===== src/core/rcp_pkg.sv =====
// Package for the reset-cause and power-mode block.
// Assumes a single 10 MHz system clock and an AXI4-Lite register port.
package rcp_pkg;
  localparam logic [11:0] RCP_ADDR_PWR_GATE = 12'hf80;
  localparam logic [11:0] RCP_ADDR_STATUS = 12'hff0;
  localparam logic [11:0] RCP_ADDR_MODE_CTRL = 12'hf84;
  localparam logic [11:0] RCP_ADDR_MODE_STAT = 12'hf88;
  localparam int RCP_ADDR_W = 12;
  // Status field positions
  localparam int RCP_ST_POR = 7;
  localparam int RCP_ST_STOP = 6;
  localparam int RCP_ST_WDT = 5;
  localparam int RCP_ST_EXT = 4;
  localparam int RCP_ST_LVD = 0;
  // Power gating field positions
  localparam int RCP_PG_AMP = 7;
  localparam int RCP_PG_BO = 4;
  localparam int RCP_PG_TEMP = 3;
  localparam int RCP_PG_ADC = 2;
  localparam int RCP_PG_COMP = 1;
  localparam logic [7:0] RCP_PG_RESET = 8'h80;
  localparam logic [7:0] RCP_PG_WMASK = 8'h9e;
  // Mode control bits
  localparam int RCP_MC_STOP = 0;
  localparam int RCP_MC_HALT = 1;
  localparam logic [1:0] RCP_RESP_OKAY = 2'h0;
  localparam logic [1:0] RCP_RESP_SLVERR = 2'h2;

  typedef enum logic [1:0] {
    RCP_MODE_ACTIVE = 2'b00,
    RCP_MODE_HALT = 2'b01,
    RCP_MODE_STOP = 2'b10
  } rcp_mode_t;
endpackage


===== src/core/rcp_cause_flags.sv =====
// Reset-cause flag store with read-to-clear.
// Assumes event inputs are single-cycle pulses on clk_i.
module rcp_cause_flags
  import rcp_pkg::*;
(
  input wire logic clk_i, // System clock
  input wire logic rst_b_i, // Synchronous reset, active low
  input wire logic por_i, // Power-on or debugger reset event
  input wire logic ext_i, // External pin reset event
  input wire logic wdt_i, // Watchdog timeout event
  input wire logic in_stop_i, // Device is in stop mode
  input wire logic wake_pin_i, // Stop wake by pin change
  input wire logic rd_clr_i, // Status read completed
  output logic [3:0] flags_o // POR, STOP, WDT, EXTERNAL_PIN_RESET_FLAG
);
  typedef struct packed {
    logic por;
    logic stop;
    logic wdt;
    logic external_pin_reset_flag;
  } rcp_flags_t;

  rcp_flags_t r;
  rcp_flags_t next_r;

  always_comb
  begin
    next_r = r;
    if (rd_clr_i)
    begin
      next_r = '0;
    end
    if (por_i)
    begin
      next_r = '{por: 1'b1, stop: 1'b0, wdt: 1'b0, external_pin_reset_flag: 1'b0};
    end
    else if (ext_i)
    begin
      next_r = '{por: 1'b0, stop: 1'b0, wdt: 1'b0, external_pin_reset_flag: 1'b1};
    end
    else if (wdt_i && in_stop_i)
    begin
      next_r = '{por: 1'b0, stop: 1'b1, wdt: 1'b1, external_pin_reset_flag: 1'b0};
    end
    else if (wdt_i)
    begin
      next_r = '{por: 1'b0, stop: 1'b0, wdt: 1'b1, external_pin_reset_flag: 1'b0};
    end
    else if (wake_pin_i)
    begin
      next_r = '{por: 1'b0, stop: 1'b1, wdt: 1'b0, external_pin_reset_flag: 1'b0};
    end
  end

  // Flags survive the system reset; only events and read-to-clear change them
  always_ff @(posedge clk_i)
  begin
    if (!rst_b_i && por_i)
      r <= '{por: 1'b1, stop: 1'b0, wdt: 1'b0, external_pin_reset_flag: 1'b0};
    else
      r <= next_r;
  end

  assign flags_o = {r.por, r.stop, r.wdt, r.external_pin_reset_flag};
endmodule // rcp_cause_flags


===== src/core/rcp_mode_ctrl.sv =====
// Stop/halt power-mode sequencer.
// Assumes wake causes are single-cycle pulses on clk_i.
module rcp_mode_ctrl
  import rcp_pkg::*;
(
  input wire logic clk_i, // System clock
  input wire logic rst_b_i, // Synchronous reset, active low
  input wire logic stop_req_i, // Stop instruction executed
  input wire logic halt_req_i, // Halt instruction executed
  input wire logic irq_i, // Any interrupt pending
  input wire logic wdt_i, // Watchdog timeout
  input wire logic wake_pin_i, // Stop wake by pin change
  input wire logic sys_reset_i, // Power-on, debugger, external pin or brown-out reset event
  output rcp_mode_t mode_o // Current mode
);
  typedef struct packed {
    rcp_mode_t mode;
  } rcp_mc_st_t;

  rcp_mc_st_t r;
  rcp_mc_st_t next_r;

  always_comb
  begin
    next_r = r;
    case (r.mode)
      RCP_MODE_ACTIVE:
      begin
        if (stop_req_i)
          next_r.mode = RCP_MODE_STOP;
        else if (halt_req_i)
          next_r.mode = RCP_MODE_HALT;
      end
      RCP_MODE_HALT:
      begin
        if (irq_i || wdt_i)
          next_r.mode = RCP_MODE_ACTIVE;
      end
      RCP_MODE_STOP:
      begin
        if (wdt_i || wake_pin_i)
          next_r.mode = RCP_MODE_ACTIVE;
      end
      default:
        next_r.mode = RCP_MODE_ACTIVE;
    endcase
    if (sys_reset_i)
      next_r.mode = RCP_MODE_ACTIVE;
  end

  always_ff @(posedge clk_i)
  begin
    if (!rst_b_i)
      r <= '{mode: RCP_MODE_ACTIVE};
    else
      r <= next_r;
  end

  assign mode_o = r.mode;
endmodule // rcp_mode_ctrl


===== src/core/rcp_top.sv =====
// Reset-cause status, power modes and peripheral power gating.
// Assumes an AXI4-Lite master on clk_i and pulse-wide event inputs.
//
// Our own choice: register access over AXI4-Lite.
module rcp_top
  import rcp_pkg::*;
(
  input wire logic clk_i, // System clock
  input wire logic rst_b_i, // Synchronous system reset, active low
  input wire logic por_i, // Power-on reset event pulse
  input wire logic dbg_rst_i, // Debugger-requested reset pulse
  input wire logic debug_pin_low_i, // Debug pin driven low
  input wire logic ext_rst_i, // External pin reset pulse
  input wire logic wdt_timeout_i, // Watchdog timeout pulse
  input wire logic wake_pin_i, // Enabled port pin changed
  input wire logic bo_reset_i, // Brown-out reset pulse
  input wire logic irq_i, // Interrupt pending
  input wire logic stop_instr_i, // Stop instruction executed
  input wire logic halt_instr_i, // Halt instruction executed
  input wire logic low_voltage_i, // Low-voltage comparator output
  input wire logic brownout_always_on_option_i, // Flash option enabling brown-out
  input wire logic wdt_osc_en_i, // Watchdog oscillator enabled
  input wire logic wdt_en_i, // Watchdog logic enabled
  input wire logic bo_stop_option_i, // Brown-out runs in stop
  input wire logic [3:0] periph_en_i, // Blocks' own enables: temp, adc, comp, bo
  input wire logic s_axi_awvalid, // Write address valid
  output logic s_axi_awready, // Write address ready
  input wire logic [RCP_ADDR_W-1:0] s_axi_awaddr, // Write address
  input wire logic s_axi_wvalid, // Write data valid
  output logic s_axi_wready, // Write data ready
  input wire logic [31:0] s_axi_wdata, // Write data
  input wire logic [3:0] s_axi_wstrb, // Write strobes
  output logic s_axi_bvalid, // Write response valid
  input wire logic s_axi_bready, // Write response ready
  output logic [1:0] s_axi_bresp, // Write response
  input wire logic s_axi_arvalid, // Read address valid
  output logic s_axi_arready, // Read address ready
  input wire logic [RCP_ADDR_W-1:0] s_axi_araddr, // Read address
  output logic s_axi_rvalid, // Read data valid
  input wire logic s_axi_rready, // Read data ready
  output logic [31:0] s_axi_rdata, // Read data
  output logic [1:0] s_axi_rresp, // Read response
  output logic wdt_ctrl_wr_o, // Pulse: watchdog control write
  output logic [7:0] wdt_ctrl_data_o, // Watchdog control write data
  output logic main_osc_en_o, // Main oscillators running
  output logic sys_clk_en_o, // System clock gate enable
  output logic cpu_run_o, // Processor and PC advance
  output logic xtal_pins_gpio_o, // Crystal pins under port control
  output logic wdt_run_o, // Watchdog oscillator and logic running
  output logic periph_run_o, // Ordinary peripherals not idled
  output logic amp_en_o, // Low-power amplifier enabled
  output logic bo_en_o, // Brown-out detector enabled
  output logic temp_en_o, // Temperature sensor enabled
  output logic adc_en_o, // Converter enabled
  output logic comp_en_o, // Comparator enabled
  output logic [7:0] power_gate_o // Power gating register value
);
  typedef struct packed {
    logic [7:0] pwr_gate;
    logic [RCP_ADDR_W-1:0] waddr;
    logic waddr_ok;
    logic [31:0] wdata;
    logic [3:0] wstrb;
    logic wdata_ok;
    logic bvalid;
    logic [1:0] bresp;
    logic rvalid;
    logic [31:0] rdata;
    logic [1:0] rresp;
    logic wdt_wr;
    logic [7:0] wdt_data;
  } rcp_top_st_t;

  rcp_top_st_t r;
  rcp_top_st_t next_r;
  logic [3:0] flags;
  rcp_mode_t mode;
  logic rd_clr;
  logic por_evt;
  logic wr_fire;
  logic rd_fire;
  logic stop_req;
  logic halt_req;

  function automatic logic [31:0] rcp_byte(input logic [7:0] v);
    rcp_byte = {24'h000000, v};
  endfunction

  assign por_evt = por_i | dbg_rst_i | (debug_pin_low_i && mode == RCP_MODE_STOP);
  assign stop_req = stop_instr_i && !halt_instr_i;
  assign halt_req = halt_instr_i;

  assign s_axi_awready = !r.waddr_ok && !r.bvalid;
  assign s_axi_wready = !r.wdata_ok && !r.bvalid;
  assign s_axi_arready = !r.rvalid;
  assign s_axi_bvalid = r.bvalid;
  assign s_axi_bresp = r.bresp;
  assign s_axi_rvalid = r.rvalid;
  assign s_axi_rdata = r.rdata;
  assign s_axi_rresp = r.rresp;
  assign wr_fire = r.waddr_ok && r.wdata_ok;
  assign rd_fire = s_axi_arvalid && s_axi_arready;
  // Flags clear once the read data has been delivered
  assign rd_clr = r.rvalid && s_axi_rready && r.rdata[RCP_ST_POR+1] == 1'b0
    && r.rresp == RCP_RESP_OKAY && r.rdata[31] == 1'b1;

  always_comb
  begin
    next_r = r;
    next_r.wdt_wr = 1'b0;
    if (s_axi_awvalid && s_axi_awready)
    begin
      next_r.waddr = s_axi_awaddr;
      next_r.waddr_ok = 1'b1;
    end
    if (s_axi_wvalid && s_axi_wready)
    begin
      next_r.wdata = s_axi_wdata;
      next_r.wstrb = s_axi_wstrb;
      next_r.wdata_ok = 1'b1;
    end
    if (wr_fire)
    begin
      next_r.waddr_ok = 1'b0;
      next_r.wdata_ok = 1'b0;
      next_r.bvalid = 1'b1;
      next_r.bresp = RCP_RESP_OKAY;
      case (r.waddr)
        RCP_ADDR_PWR_GATE:
        begin
          if (r.wstrb[0])
            next_r.pwr_gate = r.wdata[7:0] & RCP_PG_WMASK;
        end
        RCP_ADDR_STATUS:
        begin
          // Writes here go to the watchdog control, not the status
          if (r.wstrb[0])
          begin
            next_r.wdt_wr = 1'b1;
            next_r.wdt_data = r.wdata[7:0];
          end
        end
        RCP_ADDR_MODE_CTRL, RCP_ADDR_MODE_STAT:
          next_r.bresp = RCP_RESP_OKAY;
        default:
          next_r.bresp = RCP_RESP_SLVERR;
      endcase
    end
    if (r.bvalid && s_axi_bready)
      next_r.bvalid = 1'b0;
    if (r.rvalid && s_axi_rready)
      next_r.rvalid = 1'b0;
    if (rd_fire)
    begin
      next_r.rvalid = 1'b1;
      next_r.rresp = RCP_RESP_OKAY;
      case (s_axi_araddr)
        RCP_ADDR_PWR_GATE:
          next_r.rdata = rcp_byte(r.pwr_gate);
        RCP_ADDR_STATUS:
          // Bit 31 marks a status read so its delivery clears the flags
          next_r.rdata = {1'b1, 23'h000000, flags, 3'h0, low_voltage_i};
        RCP_ADDR_MODE_STAT:
          next_r.rdata = rcp_byte({6'h00, mode});
        RCP_ADDR_MODE_CTRL:
          next_r.rdata = '0;
        default:
        begin
          next_r.rdata = '0;
          next_r.rresp = RCP_RESP_SLVERR;
        end
      endcase
    end
    if (por_i)
      next_r.pwr_gate = RCP_PG_RESET;
  end

  always_ff @(posedge clk_i)
  begin
    if (!rst_b_i)
    begin
      r <= '0;
      r.pwr_gate <= por_i ? RCP_PG_RESET : next_r.pwr_gate;
    end
    else
      r <= next_r;
  end

  rcp_cause_flags u_flags (
    .clk_i(clk_i),
    .rst_b_i(rst_b_i),
    .por_i(por_evt),
    .ext_i(ext_rst_i),
    .wdt_i(wdt_timeout_i),
    .in_stop_i(mode == RCP_MODE_STOP),
    .wake_pin_i(wake_pin_i && mode == RCP_MODE_STOP),
    .rd_clr_i(rd_clr),
    .flags_o(flags)
  );

  rcp_mode_ctrl u_mode (
    .clk_i(clk_i),
    .rst_b_i(rst_b_i),
    .stop_req_i(stop_req),
    .halt_req_i(halt_req),
    .irq_i(irq_i),
    .wdt_i(wdt_timeout_i),
    .wake_pin_i(wake_pin_i),
    .sys_reset_i(por_evt | ext_rst_i | bo_reset_i),
    .mode_o(mode)
  );

  assign main_osc_en_o = mode != RCP_MODE_STOP;
  assign sys_clk_en_o = mode != RCP_MODE_STOP;
  assign cpu_run_o = mode == RCP_MODE_ACTIVE;
  assign xtal_pins_gpio_o = mode == RCP_MODE_STOP;
  assign wdt_run_o = wdt_osc_en_i && wdt_en_i;
  assign periph_run_o = mode != RCP_MODE_STOP;
  assign amp_en_o = !r.pwr_gate[RCP_PG_AMP];
  assign bo_en_o = !r.pwr_gate[RCP_PG_BO] && brownout_always_on_option_i && periph_en_i[0]
    && (mode != RCP_MODE_STOP || bo_stop_option_i);
  assign temp_en_o = !r.pwr_gate[RCP_PG_TEMP] && periph_en_i[3] && periph_run_o;
  assign adc_en_o = !r.pwr_gate[RCP_PG_ADC] && periph_en_i[2] && periph_run_o;
  assign comp_en_o = !r.pwr_gate[RCP_PG_COMP] && periph_en_i[1] && periph_run_o;
  assign power_gate_o = r.pwr_gate;
  assign wdt_ctrl_wr_o = r.wdt_wr;
  assign wdt_ctrl_data_o = r.wdt_data;
endmodule // rcp_top


===== config.mk =====
export PLATFORM = sky130hd
export DESIGN_NAME = rcp_top
export DESIGN_NICKNAME = d
export VERILOG_FILES = /design/src/core/rcp_pkg.sv /design/src/core/rcp_cause_flags.sv /design/src/core/rcp_mode_ctrl.sv /design/src/core/rcp_top.sv
export SDC_FILE = /design/constraint.sdc
export NUM_CORES = 1
export LEC_CHECK = 0
export BUFFER_PORTS_ARGS = -buffer_cell sky130_fd_sc_hd__buf_2
export CAP_MARGIN = 10
export CORE_MARGIN = 4
export CORE_UTILIZATION = 45
export CTS_CLUSTER_SIZE = 40
export DETAILED_ROUTE_END_ITERATION = 8
export PLACE_DENSITY = 0.83
export SKIP_CTS_REPAIR_TIMING = 1
export SYNTH_ARGS = -nofsm -noshare
export SYNTH_HDL_FRONTEND = slang
export SYNTH_SLANG_ARGS = --single-unit

===== constraint.sdc =====
create_clock -name clk_i -period 3.4 [get_ports clk_i]
set_input_delay 1.02 -clock clk_i [delete_from_list [all_inputs] [get_ports clk_i]]
set_output_delay 1.02 -clock clk_i [all_outputs]
set_load 0.02 [all_outputs]

==> parameters.txt, run 1 <==
Parameter                              Value

Layout
  Fraction of final layout cells sized beyond drive strength 1 ... 30.3%
  Layout Area Growth over Synthesis ... 15.4%
  Utilization after layout ... 54.4%
  Net count, final ... roughly 500
  Register area ... 1180 µm²
  Antenna diodes ... 0
  Area of the multi-input gates ... 1260 µm²
  Total of fill cells in the finished design ... 589
  Post-route cell area ... 3280 µm²

Global routing
  Total Routing Usage GR ... 16.0%
  Number of global-route vias before repair ... roughly 2300
  Leftover overflow at the end of global routing ... 0
  First-pass GRT wire length ... 9.72 mm
  Antenna violations before repair ... 0
  Largest net degree at the start of global routing ... 31

Route
  Via count of the routed design ... between 2000 and 2500
  Final antenna-violating net count ... 0
  Number of DRC violations after detailed routing ... 0
  Total Wirelength ... 6.35 mm
  Average detailed-routed wire length per instance ... 13.0 µm
  Number of violations reported at the end of detailed-routing iteration 0 ... 68
  Pre-Repair DR Iteration Count ... 4
  Via density ... 5.04

Run
  Count of max-cap constraint violations ... 0

Critical path
  WP data required ... 2380 ps
  Slowest-stage cell, CP ... sky130_fd_sc_hd__dfxtp_1
  Arrival time of the worst setup path ... 1500 ps
  Critical Setup Path Class ... register to output pin
  Type of origin of the critical path ... register
  Critical Path, Cell by Cell ... or2b_2 > inv_2 > nor3b_1 > buf_2
  Cells on worst reg2reg path ... 4
  Endpoint class of the critical path ... output pin
  Highest fanout seen on the critical path ... 7
  Worst stage delay on the critical path ... about 420 ps

Die
  Top-Level Pins ... 155
  Initial cell density of the core ... 47.2%
  Y dimension of the die ... 87.5 µm
  Die X ... 87.5 µm
  Number of rows in the core area ... 28
  Placeable core area ... between 6000 and 7000 µm²
  Full die area ... 7660 µm²

Yosys
  Mean area per synthesized cell ... 8.39 µm²
  Main synth FF type ... sky130_fd_sc_hd__dfxtp_1
  Cells after Synth ... 339
  Post-synthesis cell type count ... 43
  Sequential share of the synthesized area ... 41.5%
  Asr flop ratio synth ... 0%
  Flip-flop and latch count after synthesis ... 59
  Post-synth EDFFs ... 0
  Total number of yosys warnings ... 0
  Cell area after technology mapping ... 2840 µm²

Min path
  Type of the most critical hold path ... register to register
  Number of cells on the worst hold path ... 2

Timing
  Total negative slack for setup checks ... 0 ps
  Max-slew violation count ... 0
  Worst Slack Setup Final ... around 900 ps
  Worst-margin pin slew ... 910 ps
  Worst setup skew after layout ... 8.02 ps
  Setup repair after global routing missed its margin ... false
  Setup violation total in the final timing report ... 0
  Highest achievable clock rate ... 0.398 GHz
  Final Hold Fails ... 0
  Post-layout min period ... 2520 ps
  Max-Slew Margin vs Limit ... 39.2%
  Fraction of the cycle the final worst path needs ... 74.0%

Clock tree
  Clock latency of the later-clocked register in the worst-skew pair ... ~330 ps
  Total CTS buffers ... 9
  CTS clk-pin slew, worst paths ... 60 ps
  H-tree depth ... 3
  Maximum clock path buffer count ... 2
  CTS root buffer ... sky130_fd_sc_hd__clkbuf_8
  CTS tree ... built
  TritonCTS Sinks ... about 60

Power and ir drop
  Reported leakage power ... 1.56 nW
  Sum of internal, switching and leakage power ... roughly 1.6 mW
  Peak supply drop ... between 0.5 and 0.6 mV
  P per Cell Area ... 485 nW/µm²

Place
  Pre-CTS worst setup slack ... 908 ps
  RePlAce Congestion ... 0.801
  Post-DP HPWL ... 4.88 mm
  Post-DP Area ... 3070 µm²
  IO Port Bufs ... 102

Run status
  Run status ... finished clean
[flip-flops by register name, indices dropped and copies added (netlist names)]
| signal | flops |
|---|---|
| r | 23 |
| s_axi_rdata | 9 |
| power_gate_o | 8 |
| wdt_ctrl_data_o | 8 |
| u_flags.flags_o | 4 |
| u_mode.mode_o | 2 |
| s_axi_bresp | 1 |
| s_axi_bvalid | 1 |
| s_axi_rresp | 1 |
| s_axi_rvalid | 1 |
| wdt_ctrl_wr_o | 1 |
[cells in the final DEF, fill, tap and decap left out, drive strengths merged, types with 7 or more instances in the layout]
cell type	n
dfxtp	59
nand3	7
conb	25
nor2	19
clkbuf	10
nand2	67
a21oi	33
nor3b	10
mux2i	10
buf	102
[worst paths after layout]
check              startpoint                 end  slack, ps
min reg2reg             r[93]               r[93]        450
min                     r[93]               r[93]        450
max reg2reg             r[47]  wdt_ctrl_data_o[5]       1740
max          u_mode.mode_o[1]           comp_en_o        880
[area by class of cell]
cell class              count  area share (%)
multi-input cells         231            38.4
flip-flops and latches     59            36.0
repair buffers            102            15.6
clock buffers              10            4.20
well taps                  75            2.86
clock inverters             5            2.36
inverters                   5           0.572
[cells by family after synthesis]
group | after synthesis | synth area share, %
AO/OA/AOI/OAI | 59 | 13.1
buffers and inverters | 73 | 17.3
flip-flops | 59 | 41.5
multiplexers | 11 | 3.92
other | 1 | 0.132
AND/OR/NAND/NOR | 136 | 24.1
[report_power, final]
part,switching [mW],internal [mW]
sequential,0.0190,0.715
clock,0.253,0.425
combinational,0.116,0.0625
total,0.387,1.20
[metrics by stage]
stage / instances / hold WS (ps)
global placement: 472 / 439
detailed placement: 472 / 445
finish: 487 / 450
floorplan: 363 / 432
global route: 487 / 475
CTS: 487 / 453
[metal layers]
metal / vias to the layer above / GRT usage [%] / wire length (µm)
met5: - / 0 / 0
met4: 0 / 4.74 / 52
met3: 6 / 5.49 / 529
met2: 94 / 28.7 / 3130
met1: 1142 / 17.9 / 2630
li1: 1214 / - / -
[cell usage after synthesis (all sizes together), types with 2 or more instances]
cell type	count	area share, %
and3	6	1.4
mux2i	10	3.5
or3	2	0.44
a22oi	2	0.53
o21a	2	0.53
nand4	3	1.2
nor3b	10	2.6
a21oi	33	5.8
and4b	3	1.1
a221o	4	1.4
and4	2	0.62
dfxtp	59	42
buf	56	15
a32o	2	0.70
a211oi	4	1.2
nor3	5	0.88
or2b	3	0.88
nor2	19	2.5
inv	5	0.66
o21ai	6	1.1
nand2	67	8.8
and2	3	0.66
nand3	7	1.2
clkbuf	12	1.6
o22ai	2	0.44
[worst max-delay path: cells and delay by family, from the launching register on]
family	cells	cell delay [ps]
simple gates	2	440
flops	1	420
buf+inv	2	310
No activity file was read; power rests on OpenSTA's default activity.
==> run 2: changes to the inputs <==
ABC_AREA = 1   (was not set)
PLACE_DENSITY = 0.82   (was 0.83)
clock period = 2.4 ns   (was 3.4 ns; I/O delays follow)
==> parameters.txt, run 2 <==
Parameter                              Value

Yosys
  Post-synth EDFFs ... 0 (unchanged)
  Main synth FF type ... sky130_fd_sc_hd__dfxtp_1
  Synth area leaders ... sky130_fd_sc_hd__dfxtp_1 40%, sky130_fd_sc_hd__buf_4 14%, sky130_fd_sc_hd__nand2_1 8.0%
  Mean area per synthesized cell ... 7.29 µm² (-13%)
  Post-synthesis cell type count ... 30 (-30%)
  Area fraction of the dominant cell type after synthesis ... 39.8% (-1.7 points)
  Cells after Synth ... 407 (+20%)
  Asr flop ratio synth ... 0% (unchanged)
  Top cell type by total area after synthesis ... sky130_fd_sc_hd__dfxtp_1
  Post-synth top cells ... 63 x sky130_fd_sc_hd__nand2_1, 61 x sky130_fd_sc_hd__nor2_1, 59 x sky130_fd_sc_hd__dfxtp_1, 57 x sky130_fd_sc_hd__buf_4, 40 x sky130_fd_sc_hd__o21ai_0
  Flip-flop and latch count after synthesis ... 59 (unchanged)
  Most used standard cell by instance count after synthesis ... sky130_fd_sc_hd__nand2_1
  Total number of yosys warnings ... 0 (unchanged)
  Sequential share of the synthesized area ... 39.8% (-1.7 points)
  Cell area after technology mapping ... 2970 µm² (+4.3%)

Die
  Die X ... 89.2 µm (+1.9%)
  Initial cell density of the core ... 46.4% (-0.76 points)
  Top-Level Pins ... 155 (unchanged)
  Y dimension of the die ... 89.2 µm (+1.9%)
  Number of rows in the core area ... 29 (+3.6%)
  Full die area ... 7950 µm² (+3.9%)
  Placeable core area ... 6390 µm² (+6.0%)

Critical path
  Arrival time of the worst setup path ... 1460 ps (-40 ps)
  Endpoint class of the critical path ... output pin
  Buffers plus inverters on the worst setup path ... 3 (+1)
  Most repeated library cell on the critical path ... sky130_fd_sc_hd__inv_1
  Slowest-stage cell, CP ... sky130_fd_sc_hd__dfxtp_1
  Worst stage delay on the critical path ... 330 ps (-90 ps)
  Type of origin of the critical path ... register
  Critical Path, Cell by Cell ... inv_1 > nor2_4 > inv_1 > o2111a_1 > buf_2
  Slack of the worst reg-to-reg path ... 1000 ps (-740 ps)
  WP data required ... 1680 ps (-700 ps)
  Critical Setup Path Class ... register to output pin
  Highest fanout seen on the critical path ... 7 (unchanged)
  Critical path's top delay family ... buffers and inverters

Route
  Total Wirelength ... 6.72 mm (+5.9%)
  Via count of the routed design ... 2728 (+11%)
  Number of DRC violations after detailed routing ... 0 (unchanged)
  Final antenna-violating net count ... 0 (unchanged)
  Number of violations reported at the end of detailed-routing iteration 0 ... 62 (-8.8%)
  Pre-Repair DR Iteration Count ... 4 (unchanged)
  Average detailed-routed wire length per instance ... 11.9 µm (-8.7%)
  Via density ... 4.83 (-4.3%)

Layout
  Most frequent cells in the layout ... 102 x sky130_fd_sc_hd__buf_2, 63 x sky130_fd_sc_hd__nand2_1, 61 x sky130_fd_sc_hd__nor2_1, 59 x sky130_fd_sc_hd__dfxtp_1, 40 x sky130_fd_sc_hd__o21ai_0
  Max reg flops ... 23 (unchanged)
  Reg with most FFs ... r
  Net count, final ... 569 (+15%)
  Total of fill cells in the finished design ... 634 (+7.6%)
  Post-route cell area ... 3430 µm² (+4.5%)
  Layout Area Growth over Synthesis ... 15.6%
  Antenna diodes ... 0 (unchanged)
  Fraction of final layout cells sized beyond drive strength 1 ... 28.1% (-2.3 points)
  Most common library cell in the layout ignoring fill and taps ... sky130_fd_sc_hd__buf_2
  Area of the multi-input gates ... 1290 µm² (+2.1%)
  Register area ... 1180 µm² (unchanged)

Power and ir drop
  Peak supply drop ... 0.457 mV (-10%)
  Share of total power in sequential cells ... 46.9% (+0.7 points)
  Switching share of total power ... 27.9% (+3.6 points)
  Internal power component ... 1.64 mW (+36%)
  Combinational group share of total power ... 13.5% (+2.3 points)
  Reported leakage power ... 1.65 nW (+6.2%)
  P per Cell Area ... 664 nW/µm² (+37%)
  Clk network pwr share ... 39.6% (-3.0 points)
  Psw ... 0.635 mW (+64%)

Place
  RePlAce Congestion ... 0.816 (+2.0%)
  Post-DP Area ... 3230 µm² (+5.3%)
  IO Port Bufs ... 102 (unchanged)
  Pre-CTS worst setup slack ... 492 ps (-417 ps)
  Post-DP HPWL ... 5.33 mm (+9.2%)

Clock tree
  Clock latency of the later-clocked register in the worst-skew pair ... 340 ps (about the same)
  Maximum clock path buffer count ... 2 (unchanged)
  H-tree depth ... 3 (unchanged)
  CTS root buffer ... sky130_fd_sc_hd__clkbuf_8
  TritonCTS Sinks ... 59 (unchanged)
  Total CTS buffers ... 9 (unchanged)
  CTS tree ... built
  CTS clk-pin slew, worst paths ... 70 ps (about the same)

Timing
  Final Hold Fails ... 0 (unchanged)
  Highest achievable clock rate ... approximately 0.46 GHz
  Max-slew violation count ... 0 (unchanged)
  Post-layout min period ... 2180 ps
  Fraction of the cycle the final worst path needs ... 90.8%
  Setup repair after global routing missed its margin ... false
  Total negative slack for setup checks ... 0 ps (unchanged)
  Setup violation total in the final timing report ... 0 (unchanged)
  Worst Slack Setup Final ... 221 ps (-663 ps)
  Worst setup skew after layout ... 6.21 ps (-1.81 ps)

Global routing
  Antenna violations before repair ... 0 (unchanged)
  Leftover overflow at the end of global routing ... 0 (unchanged)
  Total Routing Usage GR ... 17.2% (+1.1 points)
  First-pass GRT wire length ... 10.5 mm (+7.7%)
  Number of global-route vias before repair ... 2459 (+8.1%)
  Largest net degree at the start of global routing ... 30 (-3.2%)

Run status
  Run status ... finished clean

Min path
  Type of the most critical hold path ... register to register

Run
  Count of max-cap constraint violations ... 0 (unchanged)
## run 2: cell types whose count changed after synthesis, moves of 12 or more
cell                      previous run  this run
sky130_fd_sc_hd__nor2_1             19        61
sky130_fd_sc_hd__o21ai_0             6        40
sky130_fd_sc_hd__inv_1               4        30
sky130_fd_sc_hd__nand3_1             7        19
## run 2: through the flow
| stage | instances | utilization (%) | hold WS [ps] | total power [mW] |
|---|---|---|---|---|
| final | 565 | 53.7 | 463 | 2.27 |
| after global routing | 565 | 53.7 | 485 | 2.40 |
| after CTS | 565 | 53.7 | 464 | 2.30 |
| after detailed placement | 549 | 50.5 | 455 | 1.39 |
| after global placement | 549 | 50.5 | 454 | 1.38 |
| after floorplan | 431 | - | 437 | 1.33 |
## run 2: tightest hold or removal path: cells and delay by family, from the launching register on
family,cells,cell delay (ps)
AO/OA/AOI/OAI,1,50
flip-flops,1,310
AND/OR/NAND/NOR,1,60
## run 2: kinds of logic after synthesis
kind of cell | share of synthesized area (%)
AO/OA/AOI/OAI | 13.8
buffers and inverters | 19.8
flip-flops | 39.8
other | 0.126
AND/OR/NAND/NOR | 26.5
## run 2: power groups by stage
stage | sequential, mW | clock (mW) | combinational, mW
final | 1.07 | 0.901 | 0.307
after global routing | 1.07 | 0.978 | 0.350
after CTS | 1.07 | 0.929 | 0.308
after detailed placement | 1.09 | 0 | 0.307
after global placement | 1.08 | 0 | 0.300
after floorplan | 1.08 | 0 | 0.251
## run 2: per-layer routing
metal,part of all wire [%],up-vias,GRT usage (%),wire [µm]
met5,0,-,0,0
met4,1.3,0,6.09,85
met3,9.4,11,7.00,629
met2,50,108,30.1,3390
met1,39,1212,18.6,2620
li1,-,1397,-,-
## run 2: layout make-up
type | count | share of cell area (%)
timing repair buffer | 105 | 15.5
tap | 77 | 2.81
multi-input combinational | 274 | 37.6
inverter | 34 | 3.76
clock buffer | 10 | 4.01
clock inverter | 6 | 1.86
sequential | 59 | 34.5
## run 2: worst paths after layout
kind                       from                 end  cells past startpoint
max            u_mode.mode_o[1]             bo_en_o                      5
min          wdt_ctrl_data_o[2]  wdt_ctrl_data_o[2]                      2
max reg2reg        s_axi_bvalid               r[94]                      5
min reg2reg  wdt_ctrl_data_o[2]  wdt_ctrl_data_o[2]                      2
==> run 3: changes to the inputs <==
CTS_BUF_LIST = sky130_fd_sc_hd__clkbuf_4   (was not set)
==> parameters.txt, run 3 (synthesized netlist as in run 2, its figures left out) <==
Parameter                              Value

Run status
  Run status ... finished clean

Clock tree
  TritonCTS Sinks ... 59 (unchanged)
  Maximum clock path buffer count ... 2 (unchanged)
  Clock latency of the later-clocked register in the worst-skew pair ... 400 ps (+60 ps)
  CTS root buffer ... sky130_fd_sc_hd__clkbuf_4
  H-tree depth ... 3 (unchanged)
  CTS clk-pin slew, worst paths ... 100 ps (+30 ps)
  Total CTS buffers ... 9 (unchanged)
  CTS tree ... built

Layout
  Fraction of final layout cells sized beyond drive strength 1 ... 28.1% (unchanged)
  Antenna diodes ... 0 (unchanged)
  Max reg flops ... 23 (unchanged)
  Utilization after layout ... 52.6% (-1.0 points)
  Layout Area Growth over Synthesis ... 13.4%
  Most common library cell in the layout ignoring fill and taps ... sky130_fd_sc_hd__buf_2
  Post-route cell area ... 3360 µm² (-1.9%)
  Most frequent cells in the layout ... 102 x sky130_fd_sc_hd__buf_2, 63 x sky130_fd_sc_hd__nand2_1, 61 x sky130_fd_sc_hd__nor2_1, 59 x sky130_fd_sc_hd__dfxtp_1, 40 x sky130_fd_sc_hd__o21ai_0
  Reg with most FFs ... r
  Net count, final ... 569 (unchanged)

Critical path
  Type of origin of the critical path ... register
  Endpoint class of the critical path ... output pin
  Critical Path, Cell by Cell ... inv_1 > nor2_4 > inv_2 > o2111a_1 > buf_2
  WP data required ... 1680 ps (about the same)
  Highest fanout seen on the critical path ... 7 (unchanged)
  Arrival time of the worst setup path ... 1480 ps (+20 ps)
  Critical Setup Path Class ... register to output pin
  Worst stage delay on the critical path ... 340 ps (about the same)
  Slowest-stage cell, CP ... sky130_fd_sc_hd__dfxtp_1

Route
  Total Wirelength ... 6.66 mm (-0.91%)
  Via count of the routed design ... 2702 (-0.95%)
  Uppermost metal layer occupied by signal nets ... met4
  Metal3 WL ... 598 µm (-4.9%)
  Number of DRC violations after detailed routing ... 0 (unchanged)
  Final antenna-violating net count ... 0 (unchanged)
  Pre-Repair DR Iteration Count ... 4 (unchanged)
  Via density ... 4.78 (-0.95%)
  Met2 routed wirelength ... 3.35 mm (-1.3%)
  Number of violations reported at the end of detailed-routing iteration 0 ... 58 (-6.5%)
  Average detailed-routed wire length per instance ... 11.8 µm (-0.91%)
  Detailed-routing wirelength on met1 ... 2.62 mm (+0.11%)

Timing
  Setup violation total in the final timing report ... 0 (unchanged)
  Highest achievable clock rate ... 0.454 GHz (-1.1%)
  Final Hold Fails ... 0 (unchanged)
  Total negative slack for setup checks ... 0 ps (unchanged)
  Post-layout min period ... 2200 ps (+24.0 ps)
  Setup repair after global routing missed its margin ... false
  Worst setup skew after layout ... 10.6 ps (+4.37 ps)
  Max-slew violation count ... 0 (unchanged)
  Fraction of the cycle the final worst path needs ... 91.8% (+1.0 points)

Global routing
  Number of global-route vias before repair ... 2429 (-1.2%)
  Antenna violations before repair ... 0 (unchanged)
  Total Routing Usage GR ... 17.0% (-0.15 points)
  First-pass GRT wire length ... 10.4 mm (-0.46%)
  Largest net degree at the start of global routing ... 30 (unchanged)
  Leftover overflow at the end of global routing ... 0 (unchanged)

Power and ir drop
  Combinational group share of total power ... 15.0% (+1.5 points)
  Reported leakage power ... 1.63 nW (-1.7%)
  Peak supply drop ... 0.450 mV (-1.6%)
  Clk network pwr share ... 33.2% (-6.4 points)
  P per Cell Area ... 611 nW/µm² (-7.9%)
  Internal power component ... 1.45 mW (-12%)
  Switching share of total power ... 29.7% (+1.7 points)
  Psw ... 0.610 mW (-4.0%)
  Share of total power in sequential cells ... 51.8% (+4.9 points)
  Sum of internal, switching and leakage power ... 2.06 mW (-9.6%)

Place
  Post-DP Area ... 3230 µm² (unchanged)
  IO Port Bufs ... 102 (unchanged)
  Post-DP HPWL ... 5.33 mm (unchanged)
  RePlAce Congestion ... 0.816 (unchanged)

Die
  Number of rows in the core area ... 29 (unchanged)
  Placeable core area ... 6390 µm² (unchanged)
  Y dimension of the die ... 89.2 µm (unchanged)
  Die X ... 89.2 µm (unchanged)
  Full die area ... 7950 µm² (unchanged)
  Top-Level Pins ... 155 (unchanged)
  Initial cell density of the core ... 46.4% (unchanged)

Run
  Count of max-cap constraint violations ... 0 (unchanged)

Min path
  Type of the most critical hold path ... register to register
-- run 3: cell count changes in the layout (fill, tap and decap cells not counted), sizes merged --
cell	delta
clkinv	+1
clkbuf	-1
-- run 3: final cells by class --
type | instances | area, µm²
fill | 645 | 3020
clock buffer | 9 | 67.6
clock inverter | 7 | 67.6
tap | 77 | 96.3
inverter | 34 | 129
timing repair buffer | 105 | 533
multi-input combinational | 274 | 1290
sequential | 59 | 1180
-- run 3: through the flow --
| step | std cells | worst slack [ps] | hold slack, ps |
|---|---|---|---|
| floorplan | 431 | 557 | 437 |
| global placement | 549 | 490 | 454 |
| detailed placement | 549 | 492 | 455 |
| CTS | 565 | 92.5 | 454 |
| global route | 565 | 72.8 | 451 |
| finish | 565 | 197 | 468 |
-- run 3: final timing paths --
path | start | to | slack, ps | cells after the start
max | u_mode.mode_o[1] | bo_en_o | 200 | 5
min | wdt_ctrl_data_o[2] | wdt_ctrl_data_o[2] | 470 | 2
max reg2reg | s_axi_bvalid | r[94] | 1000 | 5
min reg2reg | wdt_ctrl_data_o[2] | wdt_ctrl_data_o[2] | 470 | 2
-- run 3: routing by layer --
layer | track usage (%) | vias up
met2 | 29.9 | 95
li1 | - | 1402
met1 | 18.5 | 1194
met4 | 6.09 | 0
met5 | 0 | -
met3 | 6.73 | 11
-- run 3: power by group through the flow --
| stage | clock network, mW | registers (mW) | logic, mW |
|---|---|---|---|
| final | 0.683 | 1.06 | 0.307 |
| after global routing | 0.757 | 1.07 | 0.350 |
| after CTS | 0.714 | 1.06 | 0.308 |
| after detailed placement | 0 | 1.09 | 0.307 |
| after global placement | 0 | 1.08 | 0.300 |
| after floorplan | 0 | 1.08 | 0.251 |
-- run 3: critical path: cells and delay by family, from the launching register on --
family | cells | cell delay (ps)
DFF | 1 | 340
AOI/OAI and AO/OA | 1 | 230
and+or+nand+nor | 1 | 170
buffers and inverters | 3 | 340
